`src/hdl/pflash_protect_pkg.sv`:
```
/*
  Constants, field layout and types shared by the program-flash protection logic.
  Assumes a single 20 MHz bus clock and an 18-bit global flash address space.
*/
// Overview of operation
// (RULE_01) A new protection setting is taken only if it keeps or enlarges the protected region, otherwise refused.
// (RULE_02) After reset the setting is loaded from the protection byte at global address 0x3_FF0C.
// (RULE_03) A double-bit fault on that reset read clears the open selector and bit 6 and sets bits 5 to 0 (0x3F) for full protection.
// (RULE_04) A program or erase aimed at a protected area is refused and raises the protection violation flag.
// (RULE_05) A whole-block erase is refused when any sector of that block is protected.
// (RULE_06) Software must unprotect the upper sector before it reprograms the stored protection byte.
// (RULE_07) Each program or erase target is checked against the current protected range before it is launched.
package pflash_protect_pkg;
  localparam int ADDR_W = 18;
  localparam int SET_W = 8;
  localparam int OFS_W = 17;
  localparam int SEC_SHIFT = 9;
  localparam int SEC_IDX_W = 7;
  localparam int SEC_NUM = 128;
  localparam int SIZE_W = 2;
  localparam logic [ADDR_W-1:0] PF_BASE = 18'h30000;
  localparam logic [ADDR_W-1:0] CFG_ADDR = 18'h3FF0C;
  localparam logic [OFS_W-1:0] PF_SIZE = 17'h10000;
  localparam logic [OFS_W-1:0] HI_MIN = 17'h00800;
  localparam logic [OFS_W-1:0] LO_MIN = 17'h00400;
  localparam int OPEN_BIT = 7;
  localparam int HDIS_BIT = 5;
  localparam int HS_LSB = 3;
  localparam int LDIS_BIT = 2;
  localparam int LS_LSB = 0;
  localparam logic [SET_W-1:0] SET_MASK = 8'hBF;
  localparam logic [SET_W-1:0] FULL_PROT = 8'h3F;
  localparam logic [SET_W-1:0] SET_RESET = 8'h3F;

  typedef enum logic [1:0] {
    CMD_PROGRAM,
    CMD_ERASE_SECTOR,
    CMD_ERASE_BLOCK,
    CMD_OTHER
  } cmd_kind_t;

  typedef enum logic [1:0] {
    ST_REQ,
    ST_WAIT,
    ST_READY
  } state_t;
endpackage

```
`src/hdl/pflash_sector_map.sv`:
```
/*
  Expands a protection setting into one protected flag per program-flash sector.
  Purely combinational; the caller registers whatever it needs.
*/
`timescale 1ns/1ps
module pflash_sector_map (
  input wire logic [pflash_protect_pkg::SET_W-1:0] setting_in,
  output logic [pflash_protect_pkg::SEC_NUM-1:0] prot_vec_out
);
  function automatic logic sector_protected(input logic [pflash_protect_pkg::SET_W-1:0] s,
                                            input logic [pflash_protect_pkg::OFS_W-1:0] start);
    logic [pflash_protect_pkg::OFS_W-1:0] hi_size;
    logic [pflash_protect_pkg::OFS_W-1:0] lo_size;
    logic in_range;
    hi_size = pflash_protect_pkg::HI_MIN << s[pflash_protect_pkg::HS_LSB +: pflash_protect_pkg::SIZE_W];
    lo_size = pflash_protect_pkg::LO_MIN << s[pflash_protect_pkg::LS_LSB +: pflash_protect_pkg::SIZE_W];
    in_range = (!s[pflash_protect_pkg::HDIS_BIT] && (start >= pflash_protect_pkg::PF_SIZE - hi_size)) ||
               (!s[pflash_protect_pkg::LDIS_BIT] && (start < lo_size));
    // With the open selector clear the ranges name the unprotected area, so disabling both protects all.
    sector_protected = s[pflash_protect_pkg::OPEN_BIT] ? in_range : !in_range;
  endfunction

  genvar i;
  generate
    for (i = 0; i < pflash_protect_pkg::SEC_NUM; i = i + 1) begin : g_sec
      localparam logic [pflash_protect_pkg::OFS_W-1:0] START =
        pflash_protect_pkg::OFS_W'(i) << pflash_protect_pkg::SEC_SHIFT;
      assign prot_vec_out[i] = sector_protected(setting_in, START);
    end
  endgenerate
endmodule // pflash_sector_map

```
`src/hdl/program_flash_protection.sv`:
```
/*
  Program-flash protection: reset load of the setting, grow-only updates, command screening
  and the sticky protection violation flag of the flash status register.
  Assumes the flash read port answers the reset read with rd_valid_in and that command,
  write and clear requests come from logic on the same clock.
*/
`timescale 1ns/1ps
module program_flash_protection (
  input wire logic clk_in,
  input wire logic srst_in,
  output logic rd_req_out,
  output logic [pflash_protect_pkg::ADDR_W-1:0] rd_addr_out,
  input wire logic rd_valid_in,
  input wire logic [pflash_protect_pkg::SET_W-1:0] rd_data_in,
  input wire logic rd_dbl_fault_in,
  input wire logic set_wr_in,
  input wire logic [pflash_protect_pkg::SET_W-1:0] set_wr_data_in,
  output logic set_wr_done_out,
  output logic set_wr_refused_out,
  output logic [pflash_protect_pkg::SET_W-1:0] pflash_protect_setting_out,
  output logic load_done_out,
  input wire logic cmd_valid_in,
  input wire pflash_protect_pkg::cmd_kind_t cmd_kind_in,
  input wire logic [pflash_protect_pkg::ADDR_W-1:0] cmd_addr_in,
  output logic cmd_ready_out,
  output logic cmd_launch_out,
  output logic cmd_refused_out,
  input wire logic viol_clear_in,
  output logic protect_violation_flag_out
);
  pflash_protect_pkg::state_t state_ff, nxt_state;
  logic [pflash_protect_pkg::SET_W-1:0] setting_ff, nxt_setting;
  logic wr_done_ff, nxt_wr_done;
  logic wr_refused_ff, nxt_wr_refused;
  logic launch_ff, nxt_launch;
  logic refused_ff, nxt_refused;
  logic viol_ff, nxt_viol;
  logic [pflash_protect_pkg::SEC_NUM-1:0] cur_vec;
  logic [pflash_protect_pkg::SEC_NUM-1:0] new_vec;
  logic [pflash_protect_pkg::SET_W-1:0] wr_value;
  logic shrink;
  logic in_pflash;
  logic target_prot;
  logic any_prot;
  logic cmd_take;
  logic cmd_bad;

  assign wr_value = set_wr_data_in & pflash_protect_pkg::SET_MASK;

  pflash_sector_map u_cur_map (
    .setting_in(setting_ff),
    .prot_vec_out(cur_vec)
  );

  pflash_sector_map u_new_map (
    .setting_in(wr_value),
    .prot_vec_out(new_vec)
  );

  // A sector that is protected now must stay protected under the proposed value.
  assign shrink = |(cur_vec & ~new_vec); // RULE_01
  assign in_pflash = cmd_addr_in >= pflash_protect_pkg::PF_BASE;
  assign target_prot = in_pflash && cur_vec[cmd_addr_in[pflash_protect_pkg::SEC_SHIFT +: pflash_protect_pkg::SEC_IDX_W]];
  assign any_prot = |cur_vec;
  assign cmd_ready_out = state_ff == pflash_protect_pkg::ST_READY;
  assign cmd_take = cmd_valid_in && cmd_ready_out;
  assign rd_req_out = state_ff == pflash_protect_pkg::ST_REQ;
  assign rd_addr_out = pflash_protect_pkg::CFG_ADDR; // RULE_02

  always_comb begin
    unique case (cmd_kind_in)
      pflash_protect_pkg::CMD_PROGRAM: cmd_bad = target_prot; // RULE_04
      pflash_protect_pkg::CMD_ERASE_SECTOR: cmd_bad = target_prot; // RULE_04
      pflash_protect_pkg::CMD_ERASE_BLOCK: cmd_bad = in_pflash && any_prot; // RULE_05
      pflash_protect_pkg::CMD_OTHER: cmd_bad = 1'b0;
    endcase
  end

  always_comb begin
    nxt_state = state_ff;
    nxt_setting = setting_ff;
    nxt_wr_done = 1'b0;
    nxt_wr_refused = 1'b0;
    unique case (state_ff)
      pflash_protect_pkg::ST_REQ: begin
        nxt_state = pflash_protect_pkg::ST_WAIT;
      end
      pflash_protect_pkg::ST_WAIT: begin
        if (rd_valid_in) begin
          nxt_state = pflash_protect_pkg::ST_READY;
          if (rd_dbl_fault_in) begin
            nxt_setting = pflash_protect_pkg::FULL_PROT; // RULE_03
          end else begin
            nxt_setting = rd_data_in & pflash_protect_pkg::SET_MASK; // RULE_02
          end
        end
      end
      pflash_protect_pkg::ST_READY: begin
        if (set_wr_in) begin
          if (shrink) begin
            nxt_wr_refused = 1'b1; // RULE_01
          end else begin
            nxt_setting = wr_value; // RULE_01
            nxt_wr_done = 1'b1;
          end
        end
      end
    endcase
  end

  always_ff @(posedge clk_in) begin
    if (srst_in) begin
      state_ff <= pflash_protect_pkg::ST_REQ;
      setting_ff <= pflash_protect_pkg::SET_RESET;
      wr_done_ff <= 1'b0;
      wr_refused_ff <= 1'b0;
    end else begin
      state_ff <= nxt_state;
      setting_ff <= nxt_setting;
      wr_done_ff <= nxt_wr_done;
      wr_refused_ff <= nxt_wr_refused;
    end
  end

  always_comb begin
    nxt_launch = cmd_take && !cmd_bad; // RULE_07
    nxt_refused = cmd_take && cmd_bad; // RULE_07
    // A violation in the same cycle as a clear keeps the flag set, so no event is lost.
    nxt_viol = nxt_refused || (viol_ff && !viol_clear_in); // RULE_04
  end

  always_ff @(posedge clk_in) begin
    if (srst_in) begin
      launch_ff <= 1'b0;
      refused_ff <= 1'b0;
      viol_ff <= 1'b0;
    end else begin
      launch_ff <= nxt_launch;
      refused_ff <= nxt_refused;
      viol_ff <= nxt_viol;
    end
  end

  assign set_wr_done_out = wr_done_ff;
  assign set_wr_refused_out = wr_refused_ff;
  assign pflash_protect_setting_out = setting_ff;
  assign load_done_out = cmd_ready_out;
  assign cmd_launch_out = launch_ff;
  assign cmd_refused_out = refused_ff;
  assign protect_violation_flag_out = viol_ff;
endmodule // program_flash_protection

```
`config.mk`:
```
export PLATFORM = sky130hd
export DESIGN_NAME = program_flash_protection
export DESIGN_NICKNAME = d
export VERILOG_FILES = /design/src/hdl/pflash_protect_pkg.sv /design/src/hdl/pflash_sector_map.sv /design/src/hdl/program_flash_protection.sv
export SDC_FILE = /design/constraint.sdc
export NUM_CORES = 1
export LEC_CHECK = 0
export BUFFER_PORTS_ARGS = -buffer_cell sky130_fd_sc_hd__buf_4
export CORE_ASPECT_RATIO = 0.9
export CORE_MARGIN = 5
export CORE_UTILIZATION = 52
export CTS_CLUSTER_DIAMETER = 60
export DETAILED_ROUTE_END_ITERATION = 7
export GPL_TIMING_DRIVEN = 0
export PLACE_DENSITY = 0.83
export SYNTH_ARGS = -nofsm -noshare
export SYNTH_HDL_FRONTEND = slang
export SYNTH_SLANG_ARGS = --single-unit
```
`constraint.sdc`:
```
create_clock -name clk_in -period 5.37 [get_ports clk_in]
set_input_delay 1.611 -clock clk_in [delete_from_list [all_inputs] [get_ports clk_in]]
set_output_delay 1.611 -clock clk_in [all_outputs]
set_load 0.03 [all_outputs]
```
* After elaboration in Yosys (flattened, before gate mapping)
Index checks and enable logic that the tools add are counted.
Word-level totals: bits in registers 15, word-level logic and storage cells 1854
Cells by class: bitwise gates (word level) 4, add/subtract/negate cells 2, equal/unequal tests 8, reductions and logical operators 1047, mux-type cells 268, $lt $le $gt $ge 514, shift-type cells 4
Operators by type and width (number):
- $ge 16x17->1 const A | 128
- $lt 16x17->1 const A | 128
- $ge 15x17->1 const A | 64
- $lt 15x17->1 const A | 64
- $ge 14x17->1 const A | 32
- $lt 14x17->1 const A | 32
- $logic_and 1x1->1 | 518
- $ge 13x17->1 const A | 16
- $lt 13x17->1 const A | 16
- $logic_not 1->1 | 262
- $mux 1 | 259
- $logic_or 1x1->1 | 257
- $reduce_or 128->1 | 2
- $ge 12x17->1 const A | 8
- $lt 12x17->1 const A | 8
- $and 128x128->128 | 1
- $not 128->128 | 1
- $ge 11x17->1 const A | 4
- $lt 11x17->1 const A | 4
- $ge 1x17->1 const A | 2
- $ge 10x17->1 const A | 2
- $lt 1x17->1 const A | 2
- $lt 10x17->1 const A | 2
- $shl 11x2->17 const A | 2
- other kinds (20) | 33

* Logic depth before layout (Yosys ltp)
word-level depth 13, gate-level depth with buffers 15, depth with buffers taken out 12

* Cells and area by module
From an unflattened synthesis, not the netlist that was laid out.
Unflattened totals: cell total of the unflattened synthesis 881, area total of the unflattened synthesis 6502.5 um^2
Modules (own cells, without submodules):
- program_flash_protection | area each 3200.6 um^2, cells an instance 406, instances 1
- pflash_sector_map (u_new_map) | area each 1767.9 um^2, cells an instance 251, instances 1
- pflash_sector_map (u_cur_map) | area each 1534.0 um^2, cells an instance 224, instances 1

* Worst setup path after synthesis
OpenSTA, ideal clock, no wires.
path kind in2reg, start input port set_wr_data_in[4] (netlist bit), end register setting_ff (netlist bit pflash_protect_setting_out[0]), arrival time 5.023 ns, setup time 0.072 ns, stages on the path 13, path slack 0.276 ns, data required time 5.298 ns, cells stage by stage buf_2 > or2_2 > clkbuf_1 > ha_1 > and4b_1 > or4_1 > nand4_1 > nor2_1 > nor4b_1 > o211ai_1 > or4_4 > o31ai_4 > mux2i_1
On the way: word-level cells in the longest chain between the ends 12
Ends and longest elaborated chain:
- start, declared | RTL line program_flash_protection.sv:17 | input wire logic [pflash_protect_pkg::SET_W-1:0] set_wr_data_in,
- $shl 12x2->17 * | RTL line pflash_sector_map.sv:15 | hi_size = pflash_protect_pkg::HI_MIN << s[pflash_protect_pkg::HS_LSB +: pflash_protect_pkg::SIZE_W];
- $sub 17x17->17 * | RTL line pflash_sector_map.sv:17 | in_range = (!s[pflash_protect_pkg::HDIS_BIT] && (start >= pflash_protect_pkg::PF_SIZE - hi_size)) ||
- $ge 1x17->1, or another cell as far along | RTL line pflash_sector_map.sv:17
- $logic_and 1x1->1 | RTL line pflash_sector_map.sv:17
- $logic_or 1x1->1 | RTL line pflash_sector_map.sv:17
- $logic_not 1->1 | RTL line pflash_sector_map.sv:20 | sector_protected = s[pflash_protect_pkg::OPEN_BIT] ? in_range : !in_range;
- $mux 1 | RTL line pflash_sector_map.sv:20
- $not 128->128 * | RTL line program_flash_protection.sv:61 | assign shrink = |(cur_vec & ~new_vec);
- $and 128x128->128 * | RTL line program_flash_protection.sv:61
- $reduce_or 128->1 * | RTL line program_flash_protection.sv:61
- $ne 2x2->1 (no source line) *
- $reduce_and 4->1 (no source line) *
- end signal, assigned | RTL line program_flash_protection.sv:114 | setting_ff <= pflash_protect_pkg::SET_RESET;
- end signal, assigned | RTL line program_flash_protection.sv:119 | setting_ff <= nxt_setting;
- end, declared | RTL line program_flash_protection.sv:32 | logic [pflash_protect_pkg::SET_W-1:0] setting_ff, nxt_setting;
Mark *: on every way between the ends. The rest lies on a longest branch, timed or not. A chain may end at the register's enable or synchronous reset.

* Final worst setup path
start input port set_wr_data_in[4] (netlist bit), end register setting_ff (netlist bit pflash_protect_setting_out[1])
The elaborated chain is that of the path after synthesis.

==> out/metrics.yaml <==
crit_fanout: 10
synth_cell_type_count: 74
insertion_delay_ns: 0.25
worstMarginPinSlew_ns: 0.714
grt_usage_pct: 30.1
hold_violations: 0
gr-total-overflow: 0
coreArea_sq_mm: 0.00700
diodes: 0
rsz0062_at_grt: "false"
setup_violations: 0
status: "complete, no violations"
grt_pass1_vias: 4114
p_leak_nw: 1.73
drt-initial-drc-count: 451
ys_seq_area_share_pct: 7.53
slew_viol_final: 0
placed_area_sq_mm: 0.00421
vias: 4422
crit_type: "input pin to register"
fin_crit_ns: 5.14
fmax_mhz: 195
routed_wl_um: 14000
fin_nets: 686
die_width_um: 99.2
ys.flop_type: "dfxtp_1"
place_ws_ns: -0.634
stdcell_area_sq_mm: 0.00430
cts_max_path_buffers: 2
slew_headroom_pct: 52.4
ys_ff_latch: 14
avgSynthCellArea_sq_um: 6.69
endpoint_kind: "register"
synth_warnings: 0
start_util_pct: 53.2
via_per_inst: 6.20
area_growth_pct: 15.4
crit_arrival_ns: 5.32
finClkSkew_ns: 0.00164
synthArstFlopShare_pct: 0
grt_max_degree: 12
dp_hpwl_um: 11000
required_ns: 5.55
cp-start-kind: "input pin"
io_pins: 77
timing.final.ws_setup_ns: 0.230
hp-class: "register to register"
antenna_found_initial: 0
drive_gt1_share_pct: 16.9
drc: 0
synth_edf_count: 0
htreeDepth: 1
drt-pass1-iter-count: 7
cts_tree: "built"
avgRoutedWirePerCell_um: 19.6
cts_hold_buffers: 0
cts_made_buffers: 3
place.gp.congestion: 1.03
grt_pass1_wl_um: 22200
portBuffers: 41
max_cap_viol_count: 0
ir_drop_mv: 0.128
synth_cells: 557
powerDensity_mw_per_mm2: 129
die_area_sq_mm: 0.00896
root_buffer: "clkbuf_8"
placementRows: 29
syn_area_sq_mm: 0.00372
clock_sinks: 14
dieHeight_um: 90.3
clkTransAtPathRegs_ns: 0.06
ant_nets: 0
post-route-period-util_pct: 95.7
power by group:
| group | switching (mW) | internal, mW | total, mW | leakage (nW) |
|---|---|---|---|---|
| clock network | 0.0391 | 0.0650 | 0.104 | 0.0288 |
| registers | 0.00436 | 0.108 | 0.112 | 0.114 |
| logic | 0.211 | 0.128 | 0.339 | 1.59 |
per-layer routing:
layer  global-route usage [%]  routed length [um]  vias up
met5                        0                   0        -
met1                     43.7                5980     2019
li1                         -                   -     2088
met3                     5.56                1560       40
met4                     7.28                 369        0
met2                     45.6                6090      275
layout by cell type, fill, tap and decap left out, drive strengths merged, types with 3 or more instances in the layout:
cell / instances
a2111oi: 3
nor3: 11
dfxtp: 14
buf: 81
nor4: 4
mux2i: 11
nand3: 9
o22ai: 13
o32ai: 3
and3b: 3
nand2: 39
nor2b: 16
o31ai: 4
a211oi: 16
nor2: 55
o2111ai: 3
and3: 4
a221oi: 4
a22oi: 3
nand2b: 13
or3b: 6
xnor2: 42
ha: 22
nand3b: 4
a211o: 4
o21ai: 32
and2: 6
or2: 5
a21oi: 50
clkbuf: 30
nor3b: 5
a31oi: 11
conb: 19
o21a: 4
o211ai: 5
inv: 28
worst max-delay path, cell delays in order:
cell      delay (ns)
buf_2           0.15
clkbuf_2        0.25
nand2b_1        0.24
ha_1            0.43
and4b_1         0.27
or4_1           0.46
nand4_1         0.22
nor2_1          0.09
nor4b_2         0.33
o211ai_1        0.18
or4_4           0.46
o31ai_4         0.25
buf_4           0.19
mux2i_1         0.18
cell families after synthesis:
logic type      synth area share [%]
simple gates                    27.1
other cells                    0.202
xor+xnor                        10.1
buf+inv                         12.6
flops                           7.53
compound gates                  32.1
mux                             2.96
fa+ha+maj                       7.39
worst paths after layout:
kind,cells past startpoint,start,slack [ns],end
max reg2reg,16,pflash_protect_setting_out[3],0.47,pflash_protect_setting_out[1]
max,14,set_wr_data_in[4],0.23,pflash_protect_setting_out[1]
min,2,protect_violation_flag_out,0.48,protect_violation_flag_out
min reg2reg,2,protect_violation_flag_out,0.48,protect_violation_flag_out
synthesized netlist by cell type, types with 3 or more instances:
master	instances	area share, %
a211oi_1	16	3.2
o2111ai_1	3	0.71
o32ai_1	3	0.71
a2111oi_0	3	0.71
o22ai_1	12	2.0
inv_1	28	2.8
a22oi_1	3	0.60
buf_1	4	0.40
or3b_2	4	0.94
and3b_1	3	0.71
o21a_1	4	0.81
xnor2_1	42	9.9
and3_1	4	0.67
a31oi_1	11	1.8
nor4_1	4	0.67
a221oi_1	4	0.94
nor3b_1	5	1.0
and2_1	5	0.84
nand3b_1	4	0.81
o211ai_1	5	1.0
buf_6	4	1.2
clkbuf_1	27	2.7
nor2_1	55	5.5
or2_2	5	0.84
mux2i_1	11	3.0
o21ai_0	28	3.8
nand2_1	39	3.9
nand2b_1	13	2.2
o31ai_1	3	0.60
nor3_1	11	1.5
buf_4	20	4.0
a21oi_1	50	6.7
nand3_1	9	1.2
dfxtp_1	14	7.5
buf_2	10	1.3
ha_1	22	7.4
a211o_1	4	0.94
nor2b_1	16	2.7
state kept, by name, summed over array words and instances, names as in the netlist:
register	cells
state_ff	2
cmd_refused_out	1
protect_violation_flag_out	1
cmd_launch_out	1
pflash_protect_setting_out	7
set_wr_refused_out	1
set_wr_done_out	1
area by class of cell:
type / count / area, sq um
fill: 674 / 2710
multi-input combinational: 466 / 3050
inverter: 29 / 109
tap: 93 / 116
sequential: 14 / 280
timing repair buffer: 43 / 323
buffer: 64 / 360
clock buffer: 4 / 55.1
stage by stage:
stage	TNS (ns)	instances	power [mW]	hold slack (ns)	utilization [%]
3_3_place_gp	-4.67	708	0.433	0.469	60.1
3_5_place_dp	-4.97	708	0.436	0.473	60.1
5_1_grt	0	713	0.587	0.501	61.3
2_1_floorplan	0	574	0.345	0.465	-
4_1_cts	0	714	0.544	0.482	61.3
6_report	0	713	0.555	0.484	61.3
repair_timing:
item / CTS / global route
gates resized for setup: 4 / 2
pin swaps: 1 / 0
endpoints found under the hold margin: 0 / 0
buffers inserted: 2 / 0
setup endpoints to repair: 9 / 7
Power figures use the tool's default switching activity.
